`config.mk`:
```
export PLATFORM = sky130hd
export DESIGN_NAME = tsb_exc_unit
export DESIGN_NICKNAME = d
export VERILOG_FILES = /design/src/common/tsb_pkg.sv /design/src/design/tsb_exc_unit.sv
export VERILOG_INCLUDE_DIRS = /design/src /design/src/common
export SDC_FILE = /design/constraint.sdc
export NUM_CORES = 1
export LEC_CHECK = 0
export ABC_AREA = 1
export BUFFER_PORTS_ARGS = -buffer_cell sky130_fd_sc_hd__buf_2
export CAP_MARGIN = 20
export CORE_MARGIN = 5
export CORE_UTILIZATION = 30
export DETAILED_ROUTE_END_ITERATION = 10
export SKIP_LAST_GASP = 1
export SYNTH_ARGS = -nofsm -noshare
export SYNTH_HDL_FRONTEND = slang
export SYNTH_SLANG_ARGS = --single-unit
```
`constraint.sdc`:
```
create_clock -name clock -period 3.9 [get_ports clock]
set_clock_uncertainty 0.05 [all_clocks]
set_input_delay 0 -clock clock [delete_from_list [all_inputs] [get_ports clock]]
set_output_delay 0 -clock clock [all_outputs]
set_load 0.02 [all_outputs]
```
`src/common/tsb_params.svh`:
```
// Constants for the trap, system-call and breakpoint exception unit.
// Assumes a 32-bit instruction word and a 64-bit address path.
`ifndef TSB_PARAMS_SVH
`define TSB_PARAMS_SVH

// Register byte offsets on the AXI4-Lite slave.
`define TSB_OFF_VECTOR_LO    8'h00
`define TSB_OFF_VECTOR_HI    8'h04
`define TSB_OFF_STATUS       8'h08
`define TSB_OFF_MASK         8'h0c
`define TSB_OFF_RET_LO       8'h10
`define TSB_OFF_RET_HI       8'h14
`define TSB_OFF_REASON       8'h18
`define TSB_OFF_INSTR        8'h1c

// Reason codes written to the reason field.
`define TSB_REASON_NONE      5'h00
`define TSB_REASON_SVC       5'h08
`define TSB_REASON_BREAK     5'h09
`define TSB_REASON_TRAP      5'h0d

// Field positions in the reason register.
`define TSB_REASON_DS_BIT    31
`define TSB_REASON_LSB       2

// Status bit positions.
`define TSB_ST_TRAP          0
`define TSB_ST_SVC           1
`define TSB_ST_BREAK         2

// Reset value of the common exception vector.
`define TSB_VECTOR_RESET     64'hffff_ffff_8000_0180

// Instruction encoding fields.
`define TSB_OP_SPECIAL       6'h00
`define TSB_OP_REGIMM        6'h01
`define TSB_FN_SVC           6'h0c
`define TSB_FN_BREAK         6'h0d
`define TSB_FN_GE            6'h30
`define TSB_FN_GEU           6'h31
`define TSB_FN_LT            6'h32
`define TSB_FN_LTU           6'h33
`define TSB_FN_EQ            6'h34
`define TSB_FN_NE            6'h36
`define TSB_RI_GEI           5'h08
`define TSB_RI_GEUI          5'h09
`define TSB_RI_LTI           5'h0a
`define TSB_RI_LTUI          5'h0b
`define TSB_RI_EQI           5'h0c
`define TSB_RI_NEI           5'h0e

`endif

```
`src/common/tsb_pkg.sv`:
```
// Types shared by the exception unit and its bench.
// Assumes the constants header is included where numbers are needed.
`default_nettype none
package tsb_pkg;
    typedef struct packed {
        logic        valid;
        logic [31:0] instr;
        logic [63:0] pc;
        logic        in_delay_slot;
        logic [63:0] branch_pc;
        logic [63:0] rs_val;
        logic [63:0] rt_val;
    } tsb_commit_t;

    typedef struct packed {
        logic        take;
        logic [63:0] vector;
    } tsb_redirect_t;

    typedef enum logic [1:0] {
        TSB_KIND_NONE    = 2'b00,
        TSB_KIND_TRAP    = 2'b01,
        TSB_KIND_SVC     = 2'b10,
        TSB_KIND_BREAK   = 2'b11
    } tsb_kind_t;
endpackage : tsb_pkg
`default_nettype wire

```
`src/design/tsb_exc_unit.sv`:
```
// Trap, system-call and breakpoint exception detection and recording.
// Assumes the pipeline presents its oldest instruction at commit with operands and
// a flush request back; AXI4-Lite master follows the usual valid/ready handshake.
`include "tsb_params.svh"
`default_nettype none
module tsb_exc_unit (
    // Clock and reset
    input  wire logic                clock,
    input  wire logic                nrst,
    // Commit stage
    input  wire tsb_pkg::tsb_commit_t commit_i,
    output var  logic                commit_ok_o,
    output var  logic                flush_o,
    output var  tsb_pkg::tsb_redirect_t redirect_o,
    // Recorded exception state
    output var  logic [63:0]         exception_return_address,
    output var  logic                delay_slot_flag,
    output var  logic [4:0]          reason_code,
    // Interrupt
    output var  logic                irq_o,
    // AXI4-Lite slave
    input  wire logic [7:0]          s_axi_awaddr,
    input  wire logic                s_axi_awvalid,
    output var  logic                s_axi_awready,
    input  wire logic [31:0]         s_axi_wdata,
    input  wire logic [3:0]          s_axi_wstrb,
    input  wire logic                s_axi_wvalid,
    output var  logic                s_axi_wready,
    output var  logic [1:0]          s_axi_bresp,
    output var  logic                s_axi_bvalid,
    input  wire logic                s_axi_bready,
    input  wire logic [7:0]          s_axi_araddr,
    input  wire logic                s_axi_arvalid,
    output var  logic                s_axi_arready,
    output var  logic [31:0]         s_axi_rdata,
    output var  logic [1:0]          s_axi_rresp,
    output var  logic                s_axi_rvalid,
    input  wire logic                s_axi_rready
);
    logic [5:0]        opcode;
    logic [5:0]        funct;
    logic [4:0]        regimm_sel;
    logic [63:0]       imm_sx;
    logic [63:0]       cmp_b;
    logic              cmp_ge;
    logic              cmp_geu;
    logic              cmp_eq;
    logic              trap_hit;
    tsb_pkg::tsb_kind_t kind;
    logic              take;
    logic [63:0]       vector_q;
    logic [2:0]        status_q;
    logic [2:0]        mask_q;
    logic [2:0]        status_set;
    logic [2:0]        status_clr;
    logic [31:0]       instr_q;
    logic [7:0]        awaddr_q;
    logic [31:0]       wdata_q;
    logic [3:0]        wstrb_q;
    logic              aw_have_q;
    logic              w_have_q;
    logic              wr_fire;
    logic [31:0]       rd_word;
    logic [2:0]        status_nx;
    logic              rd_ok;

    // Only opcode, function, regimm and immediate fields are decoded; the code field is never decoded here.
    assign opcode     = commit_i.instr[31:26];
    assign funct      = commit_i.instr[5:0];
    assign regimm_sel = commit_i.instr[20:16];
    assign imm_sx     = {{48{commit_i.instr[15]}}, commit_i.instr[15:0]};
    assign cmp_b      = (opcode == `TSB_OP_REGIMM) ? imm_sx : commit_i.rt_val;
    assign cmp_ge     = $signed(commit_i.rs_val) >= $signed(cmp_b);
    assign cmp_geu    = commit_i.rs_val >= cmp_b;
    assign cmp_eq     = commit_i.rs_val == cmp_b;

    always_comb begin
        trap_hit = 1'b0;
        if (opcode == `TSB_OP_SPECIAL) begin
            unique case (funct)
                `TSB_FN_GE:  trap_hit = cmp_ge;
                `TSB_FN_GEU: trap_hit = cmp_geu;
                `TSB_FN_LT:  trap_hit = !cmp_ge;
                `TSB_FN_LTU: trap_hit = !cmp_geu;
                `TSB_FN_EQ:  trap_hit = cmp_eq;
                `TSB_FN_NE:  trap_hit = !cmp_eq;
                default:     trap_hit = 1'b0;
            endcase
        end else if (opcode == `TSB_OP_REGIMM) begin
            unique case (regimm_sel)
                `TSB_RI_GEI:  trap_hit = cmp_ge;
                `TSB_RI_GEUI: trap_hit = cmp_geu;
                `TSB_RI_LTI:  trap_hit = !cmp_ge;
                `TSB_RI_LTUI: trap_hit = !cmp_geu;
                `TSB_RI_EQI:  trap_hit = cmp_eq;
                `TSB_RI_NEI:  trap_hit = !cmp_eq;
                default:      trap_hit = 1'b0;
            endcase
        end
    end

    // A supervisor call outranks a breakpoint, and both outrank a true compare.
    always_comb begin
        kind = tsb_pkg::TSB_KIND_NONE;
        if (commit_i.valid) begin
            if (opcode == `TSB_OP_SPECIAL && funct == `TSB_FN_SVC) begin
                kind = tsb_pkg::TSB_KIND_SVC;
            end else if (opcode == `TSB_OP_SPECIAL && funct == `TSB_FN_BREAK) begin
                kind = tsb_pkg::TSB_KIND_BREAK;
            end else if (trap_hit) begin
                kind = tsb_pkg::TSB_KIND_TRAP;
            end
        end
    end

    // No mask sits in this path: all three kinds are unmaskable.
    assign take = kind != tsb_pkg::TSB_KIND_NONE;

    // A faulting instruction is never acknowledged, so it and younger ones are flushed.
    always_ff @(posedge clock) begin
        if (!nrst) begin
            commit_ok_o <= 1'b0;
            flush_o     <= 1'b0;
        end else begin
            commit_ok_o <= commit_i.valid && !take;
            flush_o     <= take;
        end
    end

    // The vector is copied every cycle, so a rewrite takes effect at the next exception.
    always_ff @(posedge clock) begin
        if (!nrst) begin
            redirect_o <= '0;
        end else begin
            redirect_o.take   <= take;
            redirect_o.vector <= vector_q;
        end
    end

    always_ff @(posedge clock) begin
        if (!nrst) begin
            exception_return_address <= 64'h0;
            delay_slot_flag          <= 1'b0;
            reason_code              <= `TSB_REASON_NONE;
        end else if (take) begin
            exception_return_address <= commit_i.in_delay_slot ? commit_i.branch_pc
                                                               : commit_i.pc;
            delay_slot_flag <= commit_i.in_delay_slot;
            unique case (kind)
                tsb_pkg::TSB_KIND_TRAP:  reason_code <= `TSB_REASON_TRAP;
                tsb_pkg::TSB_KIND_SVC:   reason_code <= `TSB_REASON_SVC;
                tsb_pkg::TSB_KIND_BREAK: reason_code <= `TSB_REASON_BREAK;
                tsb_pkg::TSB_KIND_NONE:  reason_code <= reason_code;
            endcase
        end
    end

    // The whole word is kept, since only the handler decodes the code field.
    always_ff @(posedge clock) begin
        if (!nrst) begin
            instr_q <= 32'h0;
        end else if (take) begin
            instr_q <= commit_i.instr;
        end
    end

    // Sticky event bits; a new event wins over a write-one-to-clear in the same cycle.
    assign status_set = {kind == tsb_pkg::TSB_KIND_BREAK,
                         kind == tsb_pkg::TSB_KIND_SVC,
                         kind == tsb_pkg::TSB_KIND_TRAP};
    assign status_clr = (wr_fire && awaddr_q == `TSB_OFF_STATUS && wstrb_q[0])
                        ? wdata_q[2:0] : 3'h0;
    assign status_nx  = (status_q & ~status_clr) | status_set;

    always_ff @(posedge clock) begin
        if (!nrst) begin
            status_q <= 3'h0;
        end else begin
            status_q <= status_nx;
        end
    end

    // Built from the next status, so the request rises in the same cycle as its bit.
    always_ff @(posedge clock) begin
        if (!nrst) begin
            irq_o <= 1'b0;
        end else begin
            irq_o <= |(status_nx & mask_q);
        end
    end

    // Write channel: address and data may arrive in either order.
    assign wr_fire = aw_have_q && w_have_q && !s_axi_bvalid;

    always_ff @(posedge clock) begin
        if (!nrst) begin
            aw_have_q     <= 1'b0;
            w_have_q      <= 1'b0;
            awaddr_q      <= 8'h0;
            wdata_q       <= 32'h0;
            wstrb_q       <= 4'h0;
            s_axi_awready <= 1'b0;
            s_axi_wready  <= 1'b0;
            s_axi_bvalid  <= 1'b0;
            s_axi_bresp   <= 2'h0;
        end else begin
            s_axi_awready <= !aw_have_q && !s_axi_awready && s_axi_awvalid;
            s_axi_wready  <= !w_have_q && !s_axi_wready && s_axi_wvalid;
            if (s_axi_awvalid && s_axi_awready) begin
                aw_have_q <= 1'b1;
                awaddr_q  <= s_axi_awaddr;
            end
            if (s_axi_wvalid && s_axi_wready) begin
                w_have_q <= 1'b1;
                wdata_q  <= s_axi_wdata;
                wstrb_q  <= s_axi_wstrb;
            end
            if (wr_fire) begin
                aw_have_q    <= 1'b0;
                w_have_q     <= 1'b0;
                s_axi_bvalid <= 1'b1;
                unique case (awaddr_q)
                    `TSB_OFF_VECTOR_LO, `TSB_OFF_VECTOR_HI,
                    `TSB_OFF_STATUS, `TSB_OFF_MASK: s_axi_bresp <= 2'h0;
                    default:                        s_axi_bresp <= 2'h2;
                endcase
            end else if (s_axi_bvalid && s_axi_bready) begin
                s_axi_bvalid <= 1'b0;
            end
        end
    end

    // Software-steered registers: vector and mask.
    always_ff @(posedge clock) begin
        if (!nrst) begin
            vector_q <= `TSB_VECTOR_RESET;
            mask_q   <= 3'h0;
        end else if (wr_fire) begin
            for (int b = 0; b < 4; b++) begin
                if (wstrb_q[b]) begin
                    if (awaddr_q == `TSB_OFF_VECTOR_LO) begin
                        vector_q[b*8 +: 8] <= wdata_q[b*8 +: 8];
                    end
                    if (awaddr_q == `TSB_OFF_VECTOR_HI) begin
                        vector_q[32 + b*8 +: 8] <= wdata_q[b*8 +: 8];
                    end
                end
            end
            if (awaddr_q == `TSB_OFF_MASK && wstrb_q[0]) begin
                mask_q <= wdata_q[2:0];
            end
        end
    end

    always_comb begin
        rd_word = 32'h0;
        unique case (s_axi_araddr)
            `TSB_OFF_VECTOR_LO: rd_word = vector_q[31:0];
            `TSB_OFF_VECTOR_HI: rd_word = vector_q[63:32];
            `TSB_OFF_STATUS:    rd_word = {29'h0, status_q};
            `TSB_OFF_MASK:      rd_word = {29'h0, mask_q};
            `TSB_OFF_RET_LO:    rd_word = exception_return_address[31:0];
            `TSB_OFF_RET_HI:    rd_word = exception_return_address[63:32];
            `TSB_OFF_REASON:    rd_word = {delay_slot_flag, 24'h0, reason_code, 2'h0};
            `TSB_OFF_INSTR:     rd_word = instr_q;
            default:            rd_word = 32'h0;
        endcase
    end

    // Any aligned word up to the captured instruction reads back; the rest is an error.
    assign rd_ok = s_axi_araddr[1:0] == 2'h0 && s_axi_araddr <= `TSB_OFF_INSTR;

    always_ff @(posedge clock) begin
        if (!nrst) begin
            s_axi_arready <= 1'b0;
            s_axi_rvalid  <= 1'b0;
            s_axi_rdata   <= 32'h0;
            s_axi_rresp   <= 2'h0;
        end else begin
            s_axi_arready <= !s_axi_rvalid && !s_axi_arready && s_axi_arvalid;
            if (s_axi_arvalid && s_axi_arready) begin
                s_axi_rvalid <= 1'b1;
                s_axi_rdata  <= rd_word;
                s_axi_rresp  <= rd_ok ? 2'h0 : 2'h2;
            end else if (s_axi_rvalid && s_axi_rready) begin
                s_axi_rvalid <= 1'b0;
            end
        end
    end
endmodule : tsb_exc_unit
`default_nettype wire

```
Word level (Yosys, flattened, before mapping)
Index checks and enable logic that the tools add are counted.
W data, S select, Z words.
{"block": "op_classes", "n_addsub": 0, "n_mul": 0, "n_div": 0, "n_lt_le_gt_ge": 3, "eq_ne": 29, "shifts": 0, "mux": 19, "bitwise": 6, "reduce_logical": 52}
{"op": "$pmux W32 S8", "count": 1}
{"op": "$ge A64 B64 Y1", "count": 2}
{"op": "$mux W64", "count": 2}
{"op": "$eq A64 B64 Y1", "count": 1}
{"op": "$eq A6 B6 Y1 const B", "count": 6}
{"op": "$eq A8 B4 Y1 const B", "count": 4}
{"op": "$eq A8 B5 Y1 const B", "count": 4}
{"op": "$eq A5 B4 Y1 const B", "count": 6}
{"op": "$reduce_and A3 Y1", "count": 8}
{"op": "$logic_and A1 B1 Y1", "count": 20}
{"op": "$eq A8 B3 Y1 const B", "count": 2}
{"op": "$logic_not A8 Y1", "count": 2}
{"op": "$pmux W5 S3", "count": 1}
{"op": "$eq A6 B4 Y1 const B", "count": 2}
{"op": "$pmux W1 S6", "count": 2}
{"op": "$logic_not A1 Y1", "count": 11}
{"op": "$mux W2", "count": 5}
{"op": "$le A8 B5 Y1 const B", "count": 1}
{"op": "$mux W1", "count": 7}
{"op": "$and A3 B3 Y3", "count": 2}
{"op": "$eq A6 B1 Y1 const B", "count": 1}
{"op": "$logic_not A6 Y1", "count": 1}
{"op": "$reduce_bool A2 Y1", "count": 3}
{"op": "$eq A2 B2 Y1 const B", "count": 2}
{"op": "10 further kinds", "count": 13}
{"block": "word_totals", "regBits": 326, "latchBits": 0, "ramBits": 0, "romBits": 0, "out_inout_bits": 179, "word_cells": 140, "memories": 0}

Logic depth before layout (Yosys ltp)
{"block": "depth", "word_depth": 15, "depth_mapped": 31, "mapped_depth_nobuf": 29}

Worst setup path before layout
No wires, ideal clock.
{"block": "synth_path", "path_type": "input to register", "startpoint": "input port commit_i[285] (netlist name)", "endpoint": "register exception_return_address[57]", "setup_ps": 113, "t_arrival_ps": 3197, "required_time_ps": 3737, "path_slack_ps": 540, "cell_stages": 26, "n_path_buf": 4, "path_cell_list": "nor2_1 > nand4_1 > nor2_1 > clkbuf_1 > clkbuf_1 > a21oi_1 > ha_1 > nand2_1 > nor2_1 > nand2_1 > nor2_1 > nand4_1 > nor2_4 > inv_2 > nand4_1 > nand2_1 > nor2_1 > nand3_2 > nand2_1 > nand3_4 > nand2_2 > nand2_4 > buf_8 > buf_8 > o21ai_1 > nor2_1"}
{"block": "synth_via", "elab_chain_cells": 12}
{"element": "start, declared", "line_no": "tsb_exc_unit.sv:11", "source": "input wire tsb_pkg::tsb_commit_t commit_i,"}
{"element": "$eq A6 B1 Y1 (no source line)"}
{"element": "$mux W64", "line_no": "tsb_exc_unit.sv:72", "source": "assign cmp_b = (opcode == `TSB_OP_REGIMM) ? imm_sx : commit_i.rt_val;"}
{"element": "$ge A64 B64 Y1, or another cell as far along", "line_no": "tsb_exc_unit.sv:74", "source": "assign cmp_geu = commit_i.rs_val >= cmp_b;"}
{"element": "$logic_not A1 Y1, on equally long branches"}
{"element": "$pmux W1 S6", "line_no": "tsb_exc_unit.sv:90", "source": "unique case (regimm_sel)"}
{"element": "$mux W1", "line_no": "tsb_exc_unit.sv:89", "source": "end else if (opcode == `TSB_OP_REGIMM) begin"}
{"element": "$mux W1", "line_no": "tsb_exc_unit.sv:79", "source": "if (opcode == `TSB_OP_SPECIAL) begin"}
{"element": "$mux W1", "line_no": "tsb_exc_unit.sv:110", "source": "end else if (trap_hit) begin"}
{"element": "$mux W2", "line_no": "tsb_exc_unit.sv:108", "source": "end else if (opcode == `TSB_OP_SPECIAL && funct == `TSB_FN_BREAK) begin"}
{"element": "$mux W2 *", "line_no": "tsb_exc_unit.sv:106", "source": "if (opcode == `TSB_OP_SPECIAL && funct == `TSB_FN_SVC) begin"}
{"element": "$mux W2 *", "line_no": "tsb_exc_unit.sv:105", "source": "if (commit_i.valid) begin"}
{"element": "$reduce_bool A2 Y1 *", "line_no": "tsb_exc_unit.sv:117", "source": "assign take = kind != tsb_pkg::TSB_KIND_NONE;"}
{"element": "end signal, assigned", "line_no": "tsb_exc_unit.sv:146", "source": "exception_return_address <= commit_i.in_delay_slot ? commit_i.branch_pc"}
{"element": "end, declared", "line_no": "tsb_exc_unit.sv:16", "source": "output var logic [63:0] exception_return_address,"}
Mark *: on every way between the ends. The rest lies on a longest branch, timed or not.
A chain may end at the register's enable or synchronous reset.

Worst setup path in the final report
{"block": "layout_path", "startpoint": "input port commit_i[285] (netlist name)", "endpoint": "register exception_return_address[21]"}
The elaborated chain is that of the path after synthesis.

==> key figures <==
Status
  – Outcome: finished clean

Timing
  – FMAX: 271 MHz
  – RSZ-0062 raised after global routing: true
  – Final setup violation count: 0
  – Final hold vios: 0
  – Worst-margin pin slew: 1.11 ns
  – Period Utilization, post-route: 94.7%
  – Hold_ws: 0.0136 ns
  – Slew headroom: 26.0%
  – Final Max Tran Viols: 0
  – Tmin final: 3.69 ns

Global route
  – Routing usage on met2: 40.9%
  – Initial antenna violation count: 5
  – GRT Overall Usage: 23.1%
  – Met1 Usage GRT: 27.4%
  – First-pass GRT wire length: 97.3 mm
  – Grt total ovfl: 0
  – Vias in the first global route: 16700
  – Busiest grt layer: met2
  – Largest net degree at the start of global routing: 206
  – M3 GR Usage: 4.70%

Worst setup path
  – Worst r2r dst: vector_q[7]
  – Crit-path max FO: 7
  – FF-to-FF setup slack: 1.55 ns
  – CP Data Required Time: 4.28 ns
  – Worst setup EP type: register
  – Register-to-Register Path Depth: 8
  – Reg2Reg Launch Point: awaddr_q[4]
  – Crit Path Category: in -> reg
  – Type of origin of the critical path: input pin
  – Worst Path Arrival: 4.07 ns

Clock tree
  – TritonCTS Buffers: 37
  – Clock latency on the worst-skew pair: 0.55 ns
  – Clock sink count: 322
  – Clock buffer depth: 3
  – H-Tree Depth: 2
  – CTS tree: yes
  – Worst-path clk slew: 0.06 ns
  – CTS root buffer: clkbuf_16

Logic synthesis
  – Post-synthesis cell type count: 44
  – Top cells by area, synth: dfxtp_1 44%, nand2_1 9.1%, nor2_1 6.7%
  – Yosys warns: 0
  – Post-Synthesis Cells: 1925
  – Share of the synthesized area in the top cell type: 43.7%
  – Post-synth EDFFs: 0
  – Area leader, netlist: dfxtp_1
  – Ys flop type: dfxtp_1
  – Yosys reg bits: 322
  – Register area share after synthesis: 43.7%
  – Avg Cell Area, Syn: 7.67 sq um
  – Ys async rst share: 0%
  – Post-Syn Area: 14800 sq um

Run
  – Max Cap Violations: 0

Detailed routing
  – Final wirelength: 69.0 mm
  – Detailed router's first-iteration violation count: 1031
  – Via Count: 16600
  – Post-route ant nets: 0
  – DRC Markers: 0
  – TritonRoute pass-1 iters: 5
  – Via density: 4.89
  – Mean routed wirelength per cell: 20.3 um

Pwr
  – Worst IR Drop VDD: 0.236 mV
  – LEAKAGE: 11.4 nW
  – Pwr per Cell Area: 341 nW/um^2

Cells and area
  – Most frequent cells in the layout: 521 x buf_2, 355 x nand2_1, 322 x dfxtp_1
  – Area delta synth->final: 53.3%
  – Final core utilization: 46.3%
  – Fraction of layout cells with a size suffix above 1: 28.2%
  – Layout fillers: 4800
  – Commonest non-fill, non-tap cell in the layout: buf_2
  – Finished Layout Cells: 3403
  – Post-layout nets: 3122

Die
  – Chip Width: 232 um
  – Initial Utilization: 30.2%
  – Core area: 48800 sq um
  – # rows: 81
  – I/O pins: 528
  – Die Y: 232 um
  – Full die area: 53700 sq um

Hold path
  – Worst Hold End: instr_q[15]
  – Min-delay src: commit_i[272]
  – Hold Path Depth: 5
  – HP Class: in -> reg

Place
  – Routability Congestion: 0.948
  – Placed insts: 3028
  – HPWL after detailed placement: 48.6 mm
  – PortBufs: 523
## layer usage
metal,up-vias,wire (um)
li1,7983,-
met1,7790,27900
met5,-,30
met2,711,33300
met3,155,4800
met4,4,3030
## repair_timing
| item | 4_1_cts | 5_1_grt |
|---|---|---|
| buffers inserted | 0 | 18 |
| endpoints found under the setup margin | 0 | 59 |
| hold buffers | 271 | 0 |
| resized for setup | 0 | 79 |
| endpoints found under the hold margin | 163 | 0 |
## synthesized netlist by cell type, drive strengths merged, types with 2 or more instances
| library cell | number |
|---|---|
| a22o | 17 |
| nor2 | 266 |
| ha | 64 |
| a32o | 2 |
| a221oi | 21 |
| dfxtp | 322 |
| nand4 | 15 |
| nand3 | 42 |
| o21ai | 188 |
| o211ai | 35 |
| nor4 | 6 |
| o21a | 3 |
| buf | 26 |
| nor3 | 28 |
| mux2 | 64 |
| inv | 161 |
| mux2i | 12 |
| a21oi | 192 |
| clkbuf | 89 |
| nand2 | 364 |
| or2 | 2 |
## worst max-delay path: stages
cell and delay [ns]:
buf_2 0.12, nor2_4 0.13, nand4_1 0.21, nor2_4 0.31, buf_12 0.16, a21oi_1 0.05, ha_1 0.31, nand2_2 0.07
nor2_2 0.13, nand4_1 0.16, nor3_4 0.27, nand2_2 0.12, nor2_4 0.16, inv_4 0.07, nand2_1 0.06, o21ai_1 0.06
o21ai_1 0.10, nor2_1 0.05, nand3_1 0.07, nand2_2 0.08, nand3_4 0.12, nand2_8 0.09, nand2_8 0.11, clkinv_8 0.10
clkbuf_16 0.18, nor2_1 0.16, nor2_1 0.07, dlygate4sd3_1 0.55
## registers in the layout, indices dropped and copies added (netlist names), 3 cells and up
name,flops
awaddr_q,8
exception_return_address,64
instr_q,32
mask_q,3
reason_code,3
redirect_o,65
s_axi_rdata,32
status_q,3
vector_q,64
wdata_q,32
wstrb_q,4
## worst max-delay path by stage
stage | from | end | slack (ns) | cells after the start
2_1_floorplan | commit_i[285] | exception_return_address[57] | 0.54 | 26
3_3_place_gp | commit_i[285] | instr_q[0] | 0.07 | 25
3_5_place_dp | commit_i[285] | instr_q[1] | -0.02 | 25
4_1_cts | commit_i[272] | instr_q[4] | 0.02 | 25
5_1_grt | commit_i[285] | exception_return_address[22] | -0.06 | 26
6_report | commit_i[285] | exception_return_address[21] | 0.21 | 28
## where the power goes
part / switching [W] / leakage, nW / internal [W]
registers: 0.0000212 / 2.61 / 0.00334
clock network: 0.00146 / 0.574 / 0.00194
logic: 0.000480 / 8.17 / 0.000486
## kinds of logic after synthesis
| group | after synthesis | share of synthesized area, % |
|---|---|---|
| adder cells (fa/ha/maj) | 64 | 5.42 |
| AO/OA/AOI/OAI | 461 | 17.4 |
| buffers and inverters | 277 | 7.76 |
| other | 1 | 0.0254 |
| multiplexers | 76 | 5.70 |
| AND/OR/NAND/NOR | 724 | 20.0 |
| flip-flops | 322 | 43.7 |
## layout make-up
cell class                 count  area, sq um  share of cell area (%)
timing repair inverter         1         8.76                  0.0387
clock inverter                17          151                   0.669
multi-input combinational   1330         7350                    32.5
sequential                   322         6450                    28.5
timing repair buffer         855         6180                    27.3
antenna                        3         7.51                  0.0332
inverter                     162          623                    2.75
tap                          664          831                    3.67
clock buffer                  49         1020                    4.51
## through the flow
| step | setup slack [ns] | cell area (sq um) | setup TNS, ns | total power (W) |
|---|---|---|---|---|
| global route | -0.0614 | 22600 | -0.467 | 0.00802 |
| detailed placement | -0.0173 | 18000 | -0.0322 | 0.00418 |
| CTS | 0.0187 | 21900 | 0 | 0.00776 |
| floorplan | 0.540 | 14800 | 0 | 0.00382 |
| finish | 0.207 | 22600 | 0 | 0.00772 |
| global placement | 0.0659 | 18000 | 0 | 0.00417 |
Note: power is estimated with default switching activity, not from simulation.
